### src/core/stfp_defines.vh
`ifndef STFP_DEFINES_VH
`define STFP_DEFINES_VH

// ********************************
// word length codes
// ********************************
`define STFP_WL_8              2'b00
`define STFP_WL_9              2'b01
`define STFP_WL_7              2'b10
`define STFP_LEN_7             4'h7
`define STFP_LEN_8             4'h8
`define STFP_LEN_9             4'h9

// ********************************
// stop bit codes and lengths in half bits
// ********************************
`define STFP_STOP_1            2'b00
`define STFP_STOP_0P5          2'b01
`define STFP_STOP_2            2'b10
`define STFP_STOP_1P5          2'b11
`define STFP_HALVES_1          3'h2
`define STFP_HALVES_0P5        3'h1
`define STFP_HALVES_2          3'h4
`define STFP_HALVES_1P5        3'h3

// ********************************
// timing
// ********************************
`define STFP_HALVES_PER_BIT    3'h2
`define STFP_DIV_RESET         16'h0001

// ********************************
// reset values
// ********************************
`define STFP_CHAR_RESET        9'h1ff

`endif

### src/core/stfp_half_tick.v
`timescale 1ns/1ps
`include "stfp_defines.vh"

// ********************************
// half-bit enable divider
// ********************************
module stfp_half_tick (
  input  wire        ref_clk,
  input  wire        rst,
  input  wire        run,
  input  wire        restart,
  input  wire [15:0] half_bit_divisor,
  output reg         half_tick
);

  reg  [15:0] count;
  wire [15:0] limit;

  // a divisor of zero would wrap and tick only every 65536 cycles, so it acts as one
  assign limit = (half_bit_divisor == 16'h0000) ? `STFP_DIV_RESET
                                                : half_bit_divisor;

  always @(posedge ref_clk) begin
    if (rst || !run) begin
      count     <= 16'h0000;
      half_tick <= 1'b0;
    end else if (restart) begin
      // preloaded so the first half bit after a restart is a full one
      count     <= (limit == 16'h0001) ? 16'h0000 : 16'h0001;
      half_tick <= (limit == 16'h0001);
    end else if (count == limit - 16'h0001) begin
      count     <= 16'h0000;
      half_tick <= 1'b1;
    end else begin
      count     <= count + 16'h0001;
      half_tick <= 1'b0;
    end
  end

endmodule

### src/core/stfp_tx_frame.v
`timescale 1ns/1ps
`include "stfp_defines.vh"

module stfp_tx_frame (
  input  wire        ref_clk,
  input  wire        rst,
  input  wire        module_enable,
  input  wire        transmitter_enable,
  input  wire [1:0]  word_length_select,
  input  wire        parity_enable,
  input  wire        parity_select,
  input  wire [1:0]  stop_bits_select,
  input  wire        half_duplex_enable,
  input  wire        sync_clock_out_enable,
  input  wire [15:0] half_bit_divisor,
  input  wire [8:0]  transmit_data_reg,
  input  wire        transmit_data_write,
  input  wire        break_request_set,
  input  wire        break_request_cancel,
  input  wire        transmit_complete_clear,
  input  wire        transmit_empty_irq_enable,
  input  wire        transmit_complete_irq_enable,
  input  wire [8:0]  rx_char,
  input  wire        rx_char_done,
  input  wire        parity_error_clear,
  input  wire        parity_error_irq_enable,
  input  wire        rx_pin,
  input  wire        tx_pin_in,
  output reg         tx_pin_out,
  output reg         tx_pin_oe,
  output reg         serial_clock_out_pin,
  output reg         receive_line,
  output reg         break_send_request,
  output reg         transmit_buffer_empty_flag,
  output reg         transmit_complete_flag,
  output reg         parity_error_flag,
  output wire        transmit_empty_irq,
  output wire        transmit_complete_irq,
  output wire        parity_error_irq,
  output wire        tx_busy
);

  // ********************************
  // states and frame kinds
  // ********************************
  localparam ST_IDLE  = 2'b00;
  localparam ST_START = 2'b01;
  localparam ST_DATA  = 2'b10;
  localparam ST_STOP  = 2'b11;

  localparam K_DATA   = 2'b00;
  localparam K_IDLE   = 2'b01;
  localparam K_BREAK  = 2'b10;

  // ********************************
  // functions
  // ********************************
  function [3:0] char_len;
    input [1:0] wl;
    begin
      if (wl == `STFP_WL_9) begin
        char_len = `STFP_LEN_9;
      end else if (wl == `STFP_WL_7) begin
        char_len = `STFP_LEN_7;
      end else begin
        char_len = `STFP_LEN_8;
      end
    end
  endfunction

  // xor of the bits below len, inverted for odd parity
  function parity_of;
    input [8:0] data;
    input [3:0] len;
    input       odd;
    integer     i;
    reg         acc;
    begin
      acc = odd;
      for (i = 0; i < 9; i = i + 1) begin
        if (i < len) begin
          acc = acc ^ data[i];
        end
      end
      parity_of = acc;
    end
  endfunction

  function [8:0] build_char;
    input [8:0] data;
    input [3:0] len;
    input       pen;
    input       odd;
    reg   [8:0] c;
    reg   [3:0] msb;
    begin
      c   = data;
      msb = len - 4'h1;
      if (pen) begin
        c[msb] = parity_of(data, msb, odd);
      end
      build_char = c;
    end
  endfunction

  function [2:0] stop_halves;
    input [1:0] sel;
    begin
      if (sel == `STFP_STOP_0P5) begin
        stop_halves = `STFP_HALVES_0P5;
      end else if (sel == `STFP_STOP_2) begin
        stop_halves = `STFP_HALVES_2;
      end else if (sel == `STFP_STOP_1P5) begin
        stop_halves = `STFP_HALVES_1P5;
      end else begin
        stop_halves = `STFP_HALVES_1;
      end
    end
  endfunction

  // ********************************
  // state
  // ********************************
  reg  [1:0] state;
  reg  [1:0] kind;
  reg  [8:0] shreg;
  reg  [3:0] bits_left;
  reg  [2:0] half_cnt;
  reg  [2:0] stop_len;
  reg  [8:0] buffer;
  reg        buffer_full;
  reg        pend_idle;
  reg        active_q;
  reg        rx_s1;
  reg        rx_s2;
  reg        rx_s3;
  wire       active;
  wire       half_tick;
  wire       frame_end;
  wire [3:0] len_now;

  assign active    = module_enable & transmitter_enable;
  assign len_now   = char_len(word_length_select);
  assign tx_busy   = (state != ST_IDLE);
  assign frame_end = (state == ST_STOP) && half_tick &&
                     (half_cnt + 3'h1 == stop_len);

  assign transmit_empty_irq    = transmit_buffer_empty_flag &
                                 transmit_empty_irq_enable;
  assign transmit_complete_irq = transmit_complete_flag &
                                 transmit_complete_irq_enable;
  assign parity_error_irq      = parity_error_flag &
                                 parity_error_irq_enable;

  stfp_half_tick u_tick (
    .ref_clk          (ref_clk),
    .rst              (rst),
    .run              (active),
    .restart          (~tx_busy), // held while idle: full start bit
    .half_bit_divisor (half_bit_divisor),
    .half_tick        (half_tick)
  );

  // ********************************
  // transmit engine
  // ********************************
  always @(posedge ref_clk) begin
    if (rst) begin
      state                      <= ST_IDLE;
      kind                       <= K_DATA;
      shreg                      <= `STFP_CHAR_RESET;
      bits_left                  <= 4'h0;
      half_cnt                   <= 3'h0;
      stop_len                   <= `STFP_HALVES_1;
      buffer                     <= 9'h000;
      buffer_full                <= 1'b0;
      pend_idle                  <= 1'b0;
      active_q                   <= 1'b0;
      break_send_request         <= 1'b0;
      transmit_buffer_empty_flag <= 1'b1;
      transmit_complete_flag     <= 1'b1;
    end else begin
      active_q    <= active;
      if (active && !active_q) begin
        pend_idle <= 1'b1;
      end
      // clearing the enable mid frame drops it: software must not
      if (!active) begin
        state     <= ST_IDLE;
        pend_idle <= 1'b0;
      end else begin
        case (state)
          ST_IDLE: begin
            if (pend_idle) begin
              kind      <= K_IDLE;
              pend_idle <= 1'b0;
              stop_len  <= stop_halves(stop_bits_select);
              state     <= ST_START;
            end else if (break_send_request) begin
              kind     <= K_BREAK;
              shreg    <= 9'h000;
              stop_len <= (stop_bits_select == `STFP_STOP_2) ?
                          `STFP_HALVES_2 : `STFP_HALVES_1;
              state    <= ST_START;
            end else if (buffer_full) begin
              kind        <= K_DATA;
              shreg       <= build_char(buffer, len_now, parity_enable,
                                        parity_select);
              stop_len    <= stop_halves(stop_bits_select);
              buffer_full <= 1'b0;
              transmit_buffer_empty_flag <= 1'b1;
              state       <= ST_START;
            end
            half_cnt  <= 3'h0;
            bits_left <= len_now;
          end
          ST_START: begin
            if (half_tick) begin
              if (half_cnt == `STFP_HALVES_PER_BIT - 3'h1) begin
                half_cnt <= 3'h0;
                state    <= ST_DATA;
              end else begin
                half_cnt <= half_cnt + 3'h1;
              end
            end
          end
          ST_DATA: begin
            if (half_tick) begin
              if (half_cnt == `STFP_HALVES_PER_BIT - 3'h1) begin
                half_cnt  <= 3'h0;
                shreg     <= {1'b1, shreg[8:1]};
                bits_left <= bits_left - 4'h1;
                if (bits_left == 4'h1) begin
                  state <= ST_STOP;
                  if (kind == K_BREAK) begin
                    break_send_request <= 1'b0;
                  end
                end
              end else begin
                half_cnt <= half_cnt + 3'h1;
              end
            end
          end
          default: begin
            if (half_tick) begin
              half_cnt <= half_cnt + 3'h1;
              if (half_cnt + 3'h1 == stop_len) begin
                state <= ST_IDLE;
              end
            end
          end
        endcase
      end

      if (transmit_complete_clear || transmit_data_write) begin
        transmit_complete_flag <= 1'b0;
      end
      if (frame_end && !buffer_full && kind != K_IDLE) begin
        transmit_complete_flag <= 1'b1;
      end

      // a write held while a frame runs; idle engine takes it next cycle
      if (transmit_data_write) begin
        buffer                     <= transmit_data_reg;
        buffer_full                <= 1'b1;
        transmit_buffer_empty_flag <= 1'b0;
      end
      if (break_request_cancel) begin
        break_send_request <= 1'b0;
      end
      if (break_request_set) begin
        break_send_request <= 1'b1;
      end
    end
  end

  // ********************************
  // line drive and clock out
  // ********************************
  reg line;

  always @* begin
    if (state == ST_START) begin
      line = (kind == K_IDLE);
    end else if (state == ST_DATA) begin
      line = (kind == K_IDLE) | shreg[0];
    end else begin
      line = 1'b1;
    end
  end

  always @(posedge ref_clk) begin
    if (rst) begin
      tx_pin_out           <= 1'b1;
      tx_pin_oe            <= 1'b0;
      serial_clock_out_pin <= 1'b0;
    end else begin
      if (half_duplex_enable) begin
        tx_pin_out <= 1'b0;
        tx_pin_oe  <= active & ~line;
      end else begin
        tx_pin_out <= line;
        tx_pin_oe  <= active;
      end
      serial_clock_out_pin <= sync_clock_out_enable &
                              (state == ST_DATA) & half_cnt[0];
    end
  end

  // ********************************
  // receive line and parity check
  // ********************************
  always @(posedge ref_clk) begin
    if (rst) begin
      rx_s1        <= 1'b1;
      rx_s2        <= 1'b1;
      rx_s3        <= 1'b1;
      receive_line <= 1'b1;
    end else begin
      // rx pin is ignored in half duplex; tx wire loops back
      rx_s1 <= half_duplex_enable ? tx_pin_in : rx_pin;
      rx_s2 <= rx_s1;
      rx_s3 <= rx_s2;
      if (rx_s2 == rx_s3) begin
        receive_line <= rx_s3;
      end
    end
  end

  always @(posedge ref_clk) begin
    if (rst) begin
      parity_error_flag <= 1'b0;
    end else begin
      if (parity_error_clear) begin
        parity_error_flag <= 1'b0;
      end
      if (rx_char_done && parity_enable &&
          parity_of(rx_char, len_now, parity_select)) begin
        parity_error_flag <= 1'b1;
      end
    end
  end

endmodule

### config.mk
export PLATFORM = sky130hd
export DESIGN_NAME = stfp_tx_frame
export DESIGN_NICKNAME = d
export VERILOG_FILES = /design/src/core/stfp_half_tick.v /design/src/core/stfp_tx_frame.v
export VERILOG_INCLUDE_DIRS = /design/src /design/src/core
export SDC_FILE = /design/constraint.sdc
export NUM_CORES = 1
export LEC_CHECK = 0
export BUFFER_PORTS_ARGS = -buffer_cell sky130_fd_sc_hd__buf_2
export CORE_MARGIN = 4
export CORE_UTILIZATION = 49
export CTS_CLUSTER_SIZE = 40
export DETAILED_ROUTE_END_ITERATION = 16
export PLACE_DENSITY = 0.72
export SLEW_MARGIN = 10
export SYNTH_ARGS = -nofsm -noshare
export SYNTH_HDL_FRONTEND = slang
export SYNTH_SLANG_ARGS = --single-unit
### constraint.sdc
create_clock -name ref_clk -period 4.71 [get_ports ref_clk]
set_input_delay 1.413 -clock ref_clk [delete_from_list [all_inputs] [get_ports ref_clk]]
set_output_delay 1.413 -clock ref_clk [all_outputs]
set_load 0.05 [all_outputs]
### Yosys cells after proc, flatten, opt, wreduce, memory -nomap -nowiden

Cells that the tools add are included.

* register bits: 63
* input bits: 57
* output and inout port bits: 12

* add/sub/neg operators: 5
* magnitude comparators: 20
* eq/ne operators: 28
* multiplexer cells: 165
* bitwise operators: 28
* reductions and logical operators: 41

Operator list (count)
* 1-bit two-way mux: 124
* 9-bit two-way mux: 6
* 16-bit two-way mux: 3
* 3-bit by 4-bit less-than comparator with 1-bit output, first input constant: 8
* 3-bit two-way mux: 9
* 2-bit two-way mux: 13
* 3-bit nonzero test: 7
* 9-bit case mux with 2 select lines: 1
* 1-bit XOR: 18
* 16-bit by 1-bit adder with 16-bit output, second input constant: 1
* 16-bit by 1-bit == test with 1-bit output, second input constant: 1
* 16-bit == test: 1
* 16-bit zero test: 1
* 1-bit by 4-bit less-than comparator with 1-bit output, first input constant: 4
* 2-bit by 4-bit less-than comparator with 1-bit output, first input constant: 4
* 4-bit two-way mux: 4
* 16-bit by 1-bit subtractor with 16-bit output, second input constant: 1
* 2-bit nonzero test: 7
* 2-bit == test, second input constant: 6
* 2-bit inequality test, second input constant: 6
* 6-bit AND reduction: 2
* 9-bit bitwise mux: 1
* 2-bit by 1-bit == test with 1-bit output, second input constant: 4
* 1-bit logical AND: 8
* 28 further kinds: 47

### Longest topological paths before layout

Gate-level depths: netlist of run 1.

* depth after elaboration: 91
* depth in mapped cells: 14

### By module

A second synthesis of run 1 with hierarchy kept.

* cells, all modules: 485
* area total of the unflattened synthesis: 4076.4 µm²

By module, submodules not included
* stfp_tx_frame: times used 1, cells an instance 290, area an instance 2517.4 µm²
* stfp_half_tick: times used 1, cells an instance 195, area an instance 1559.0 µm²

### Least setup slack after synthesis of run 1

No wires, ideal clock.

* path kind: input -> register
* from: input half_bit_divisor[7]
* to: register u_tick.count[10]
* arrival time: 4012 ps
* setup slack: 584 ps
* stages: 13
* path buffers: 1
* cell sequence: or4_4 > nor4_4 > a21o_2 > inv_1 > ha_1 > xnor2_1 > xnor2_1 > a2111oi_0 > nand4_1 > nor4_4 > a31o_4 > buf_6 > nor2_1

* cells in the longest elaborated chain, start to end: 6

Ends and longest elaborated chain
* start: declaration: line stfp_tx_frame.v:15 `input wire [15:0] half_bit_divisor,`
* 16-bit zero test: line stfp_half_tick.v:20 `` assign limit = (half_bit_divisor == 16'h0000) ? `STFP_DIV_RESET ``
* 16-bit two-way mux *: line stfp_half_tick.v:20
* 16-bit by 1-bit subtractor with 16-bit output *: line stfp_half_tick.v:31 `end else if (count == limit - 16'h0001) begin`
* 16-bit == test *: line stfp_half_tick.v:31
* 16-bit two-way mux *: line stfp_half_tick.v:31
* 16-bit two-way mux *: line stfp_half_tick.v:27 `end else if (restart) begin`
* end signal: assignment: line stfp_half_tick.v:29 `count <= (limit == 16'h0001) ? 16'h0000 : 16'h0001;`
* end signal: assignment: line stfp_half_tick.v:35 `count <= count + 16'h0001;`
* end: declaration: line stfp_half_tick.v:16 `reg [15:0] count;`

Every way passes the cells marked *; elsewhere a longest branch is shown, timed or not.
A chain may end at the register's enable or synchronous reset.

### Final worst setup path of run 1

* from: input half_bit_divisor[7]
* to: register u_tick.count[0]

* cells in the longest elaborated chain, start to end: 6
* elaborated cells on any way between the ends: 8
* those cells by class: add/sub (1); eq/ne (2); mux (4); reduce/logical (1)

Ends and longest elaborated chain (line)
* 16-bit zero test: stfp_half_tick.v:20
* 16-bit two-way mux *: stfp_half_tick.v:20
* 16-bit by 1-bit subtractor with 16-bit output: stfp_half_tick.v:31
* 16-bit == test: stfp_half_tick.v:31
* 16-bit two-way mux: stfp_half_tick.v:31
* 16-bit two-way mux *: stfp_half_tick.v:27

Marked as above.

==> metrics.csv, run 1 <==
metric;value;unit
Multi-input gate area;2302;µm²
P_int;888.5;µW
max cap viols;0;
final hold vios;0;
drt total wl;8018;µm
io pins;69;
unrepaired setup endpoints after global routing;false;
Resize count post-CTS;0;
critical path data required time;4930;ps
wire length of the first global-routing pass;13430;µm
# diodes;0;
Final min period;4184;ps
Comb pwr share;17.0;%
port bufs;68;
row cnt;31;
GRT met3 Usage;6.375;%
DRC viols;0;
status;finished clean;
clock skew;6.723;ps
HP Start;rx_s1$_SDFF_PP1_;
Worst VDD drop;0.2206;mV
setup violators final;0;
DP Worst Slack;199.8;ps
drt wl/cell;13.39;µm
EDFF count, synth;0;
Seq. cell area;1261;µm²
Synth top area share;34.13;%
Root Driver;clkbuf_8;
post-layout util;58.75;%
Post-DP HPWL;6189;µm
Worst Setup Slack, final;525.8;ps
max_slew headroom;41.33;%
GRT Total Usage;18.70;%
layout cells sized above 1;20.20;%
Reg clk slew, reported paths;70;ps
DP Cell Count;583;
top cell type by total area after synthesis;dfxtp_1;
HP Class;flop to flop;
Cell Area, Placed;4095;µm²
# clock sinks;63;
Mapped Nets;505;
sw frac;27.33;%
CTS tree;built;
critical path class;input pin to flop;
initial antenna violation count;0;
Core Area;7292;µm²
CTS Buf Count;9;
Skew-Pair Late Insertion Delay;340;ps
f_max;239.0;MHz
number of global-route vias before repair;2968;
Setup Fix Bufs, Post-CTS;0;
GR met2 Demand/Resource;30.83;%
period utilization;88.84;%
Seq/Total Area, Yosys;34.13;%
H-tree levels;3;
Post-Synthesis Cell Area;3695;µm²
flops & latches, synth;63;
Pleak;0.001768;µW
GP Congestion;0.8766;
via count;3174;
Hold EP;rx_s2$_SDFF_PP1_;
Ys Warns;0;
Final ANT Viol Nets;0;
area delta synth->final;15.95;%
CP Capture Type;flop;
Die H;94.84;µm
First DRT Iteration DRCs;137;
post-synthesis cell count;431;
Clk network pwr share;36.3;%
Clock Path Buffers;2;
FF-to-FF setup slack;1710;ps
Initial Util;50.67;%
largest net degree at the start of global routing;43;
Overflow after GRT;0;
Mapped Avg Cell Area;8.573;µm²
crit-path max FO;15;
setup TNS;0;ps
Startpoint Class;input pin;
Final Max Slew Viols;0;
r2r worst-path depth;7;
fin cells;599;
fillcell total;699;
Die X-Extent;94.84;µm
R2R Path Start;state[0]$_SDFFE_PP0P_;
gr busiest metal;met2;
die area;8994;µm²
measured slew at the worst slew-check pin;880.0;ps
# nets final;569;
Via-to-Cell Ratio;5.299;
first-pass iteration count of the detailed router;5;
distinct cell type count after synthesis;57;
Final Instance Area;4284;µm²
Sw Pwr;334.2;µW
Flop pwr share;46.6;%
Data arrival, critical path;4400;ps
cells taking the most area after synthesis;dfxtp_1, xnor2_1, nor2_1;
met1 Use GR;23.59;%
Worst Hold Path Cells;1;
asr flop ratio synth;0;%
# hold bufs at CTS;0;
top_reg_cell synth;dfxtp_1;
PwrDens;285.4;nW/µm²
R2R Path End;shreg[6]$_SDFFE_PP1P_;
-- power groups by stage --
| stage | registers, µW | logic [µW] | clock network (µW) |
|---|---|---|---|
| floorplan | 590 | 137 | 0 |
| finish | 570 | 208 | 444 |
| detailed placement | 582 | 208 | 0 |
| global placement | 581 | 203 | 0 |
| global route | 572 | 231 | 485 |
| CTS | 570 | 209 | 457 |
-- cells in the final DEF (no fill, tap or decap), drive strengths merged, types with 5 or more instances in the layout --
cell    instances
nand3          13
buf            68
a211oi          6
a21oi          19
nand4           6
mux2i          15
o21ai          12
inv            17
nor4            7
o21bai          5
nand2          27
nor2           66
clkinv          5
and3            7
a211o           8
ha             17
nor2b           5
xor2           20
clkbuf         10
nor3           15
dfxtp          63
xnor2          39
-- cells in the mapped netlist, drive strengths merged, types with 2 or more instances --
master / n
inv: 17
xor2: 20
a211oi: 6
nor3: 15
or4: 3
nand2: 27
nor3b: 3
a211o: 8
o41ai: 3
o21ai: 12
nor4: 7
a31o: 2
and2: 3
dfxtp: 63
a21oi: 19
nand2b: 2
and3: 7
nor2: 66
o22ai: 2
nor2b: 5
or2: 4
nand4: 6
nand3: 13
or3: 3
a22oi: 4
xnor2: 39
clkbuf: 13
buf: 2
o21bai: 5
mux2i: 15
ha: 17
nand3b: 2
-- logic make-up (layout without fill, tap and decap cells) --
logic type / Yosys count / count (layout) / synth area share [%]
xor gates and xnor gates: 60 / 60 / 14.60
buffers and inverters: 33 / 102 / 3.556
adders and majority gates: 17 / 17 / 5.757
AOI/OAI and AO/OA: 72 / 72 / 13.92
DFF: 63 / 63 / 34.13
muxes: 16 / 16 / 4.368
and+or+nand+nor: 170 / 170 / 23.67
-- sequential cells by signal, summed over array words and instances (netlist names), 2 cells and up --
name          count
state             2
kind              2
buffer            9
stop_len          3
shreg             9
half_cnt          3
bits_left         4
u_tick.count     16
-- metrics by stage --
stage          hold WS [ps]  power [µW]
4_1_cts               424.7        1236
6_report              422.0        1223
5_1_grt               441.7        1288
3_3_place_gp          400.5       784.2
3_5_place_dp          407.7       789.7
2_1_floorplan         389.5       726.4
-- final cells by class --
type	count	share of cell area (%)
Sequential cell	63	29.44
Multi-Input combinational cell	335	53.74
Clock inverter	6	1.431
Timing Repair Buffer	68	7.944
Inverter	18	1.577
Tap cell	99	2.891
Clock buffer	10	2.979
-- how the worst max path moves through the flow --
stage,slack [ps],end,start
5_1_grt,390,u_tick.count[0]$_SDFF_PP0_,half_bit_divisor[7]
3_5_place_dp,200,u_tick.count[0]$_SDFF_PP0_,half_bit_divisor[7]
3_3_place_gp,310,u_tick.count[0]$_SDFF_PP0_,half_bit_divisor[7]
4_1_cts,540,u_tick.count[0]$_SDFF_PP0_,half_bit_divisor[7]
6_report,530,u_tick.count[0]$_SDFF_PP0_,half_bit_divisor[7]
2_1_floorplan,580,u_tick.count[10]$_SDFF_PP0_,half_bit_divisor[7]
-- critical path, stage by stage --
cell	delay [ps]
buf_2	130
or4_4	580
nor4_4	340
a21o_2	200
inv_1	40
ha_1	210
xnor2_1	140
xnor2_1	130
a2111oi_0	400
nand4_1	210
nor4_4	220
a31o_4	300
o21ai_0	90
-- layer usage --
metal  vias up  share of wire (%)
li1       1627                  -
met5         -                  0
met1      1469                 45
met3         6                5.3
met2        72                 49
met4         0               0.77
Note: power is estimated with default switching activity, not from simulation.
==> run 2: changes to the inputs <==
==> constraint.sdc (replaced) <==
create_clock -name ref_clk -period 5.4 [get_ports ref_clk]
set_input_delay 1.62 -clock ref_clk [delete_from_list [all_inputs] [get_ports ref_clk]]
set_output_delay 1.62 -clock ref_clk [all_outputs]
set_load 0.05 [all_outputs]
==> run 2 against run 1 <==
Compared with the run above: clock power rose by 12%; register-to-register slack improved by 720 ps; first-iteration DRC count rose by 7.3%; non-clock buffer count did not move; global-route usage rose by 0.66 points; via count rose by 0.35%; flip-flop and latch count did not move; die area did not move; sequential share of layout area fell by 0.38 points; critical path type unchanged.
==> metrics.csv, run 2 (same netlist as run 1, synthesis figures left out) <==
metric;value;unit;change
status;finished clean;;
top flop regs;u_tick.count x16, buffer x9, shreg x9;;
wire length of the first global-routing pass;13770;µm;+2.5%
Worst path slowest cell;or4_4;;
fillcell total;669;;-4.3%
First DRT Iteration DRCs;147;;+7.3%
Worst Setup Slack, final;1053;ps;+527.0 ps
DRC viols;0;;unchanged
largest net degree at the start of global routing;43;;unchanged
# hold bufs at CTS;0;;unchanged
Overflow after GRT;0;;unchanged
CP startpoint;half_bit_divisor[7];;
Final Max Slew Viols;0;;unchanged
first-pass iteration count of the detailed router;4;;-1
PwrDens;271.0;nW/µm²;-5.1%
Setup Fix Bufs, Post-CTS;0;;unchanged
R2R Path Start;state[0]$_SDFFE_PP0P_;;
drt wl/cell;13.61;µm;+1.7%
Cell Area, Placed;4095;µm²;unchanged
Skew-Pair Late Insertion Delay;350;ps;about the same
Most flops, register;u_tick.count;;
# nets final;569;;unchanged
R2R Path End;shreg[6]$_SDFFE_PP1P_;;
max FFs per register;16;;unchanged
clock skew;9.508;ps;+2.785 ps
DP Worst Slack;711.8;ps;+512.0 ps
Die X-Extent;94.84;µm;unchanged
Final min period;4347;ps;
CTS Buf Count;9;;unchanged
layout cells sized above 1;20.40;%;+0.20 points
CP max stage delay;580;ps;about the same
period utilization;80.50;%;
Resize count post-CTS;0;;unchanged
r2r worst-path depth;7;;unchanged
most common cell after layout, fill and taps aside;buf_2;;
initial antenna violation count;0;;unchanged
critical path class;input pin to flop;;
Clock Path Buffers;2;;unchanged
max cap viols;0;;unchanged
Pleak;0.001794;µW;+1.5%
via count;3185;;+0.35%
CP cell instances;buf_2, or4_4, nor4_4, a21o_2, inv_1, ha_1, xnor2_1, xnor2_1, a2111oi_0, nand4_1, nor4_4, a31o_4, o21ai_0;;
max_slew headroom;43.30;%;+2.0 points
crit-path max FO;15;;unchanged
unrepaired setup endpoints after global routing;false;;
critical path data required time;5630;ps;+700 ps
Worst Hold Path Cells;1;;unchanged
measured slew at the worst slew-check pin;850.4;ps;-29.60 ps
die area;8994;µm²;unchanged
Worst VDD drop;0.2351;mV;+6.6%
number of global-route vias before repair;3045;;+2.6%
Root Driver;clkbuf_8;;
# clock sinks;63;;unchanged
Data arrival, critical path;4570;ps;+170 ps
setup violators final;0;;unchanged
Startpoint Class;input pin;;
Hold EP;rx_s2$_SDFF_PP1_;;
f_max;230.0;MHz;
Final Instance Area;4340;µm²;+1.3%
HP Class;flop to flop;;
Die H;94.84;µm;unchanged
area delta synth->final;17.47;%;
drt total wl;8153;µm;+1.7%
Core Area;7292;µm²;unchanged
CTS tree;built;;
GRT Total Usage;19.36;%;+0.66 points
Initial Util;50.67;%;unchanged
# diodes;0;;unchanged
port bufs;68;;unchanged
H-tree levels;3;;unchanged
most frequent cells in the layout;buf_2, nor2_1, dfxtp_1;;
final hold vios;0;;unchanged
HP Start;rx_s1$_SDFF_PP1_;;
CP Capture Type;flop;;
FF-to-FF setup slack;2430;ps;+720 ps
Via-to-Cell Ratio;5.317;;+0.35%
setup TNS;0;ps;unchanged
io pins;69;;unchanged
Final ANT Viol Nets;0;;unchanged
Reg clk slew, reported paths;70;ps;about the same
Total Power;1176;µW;-3.8%
row cnt;31;;unchanged
GP Congestion;0.8765;;about the same
post-layout util;59.52;%;+0.77 points
Post-DP HPWL;6137;µm;-0.83%
-- run 2: cell count changes in the layout (fill, tap and decap cells not counted) --
| cell | previous run | this run |
|---|---|---|
| clkbuf_8 | 9 | 10 |
| bufinv_16 | 1 | 3 |
| clkinv_2 | 3 | 2 |
| clkinv_4 | 1 | 0 |
| clkbuf_1 | 1 | 0 |
-- run 2: worst max path at each step --
stage	to	slack (ps)	cells past startpoint
after global routing	u_tick.count[0]$_SDFF_PP0_	830	13
after floorplan	u_tick.count[10]$_SDFF_PP0_	1070	13
after detailed placement	u_tick.count[0]$_SDFF_PP0_	710	13
after CTS	u_tick.count[0]$_SDFF_PP0_	1050	13
after global placement	u_tick.count[0]$_SDFF_PP0_	790	13
final	u_tick.count[0]$_SDFF_PP0_	1050	13
-- run 2: power breakdown --
part	switching [µW]	leakage [µW]	internal, µW
Sequential	14.4	0.000515	483
Combinational	101	0.00116	80.7
Clock	180	0.000122	317
-- run 2: critical path, delay by kind of cell --
kind	cells	cell delay, ps
adders and majority gates	1	200
buffers and inverters	2	180
and+or+nand+nor	4	1330
xor gates and xnor gates	2	270
AOI/OAI and AO/OA	4	980
-- run 2: per-stage QoR --
step | hold WS, ps | instances
after global placement | 400.6 | 583
after detailed placement | 407.7 | 583
final | 419.9 | 599
after global routing | 441.6 | 599
after floorplan | 389.5 | 431
after CTS | 424.8 | 599
-- run 2: metal layers --
| layer | part of all wire, % | vias to the layer above | GRT usage, % |
|---|---|---|---|
| li1 | - | 1629 | - |
| met1 | 45 | 1481 | 24.74 |
| met2 | 49 | 64 | 31.30 |
| met3 | 4.6 | 11 | 5.657 |
| met4 | 1.4 | 0 | 6.250 |
| met5 | 0 | - | 0 |
-- run 2: final cells by class --
| class | instances | area [µm²] | area share, % |
|---|---|---|---|
| clock inverter | 6 | 107.6 | 2.479 |
| inverter | 18 | 67.56 | 1.557 |
| timing repair buffer | 68 | 340.3 | 7.841 |
| clock buffer | 10 | 137.6 | 3.171 |
| tap | 99 | 123.9 | 2.854 |
| multi-input combinational | 335 | 2302 | 53.04 |
| sequential | 63 | 1261 | 29.06 |
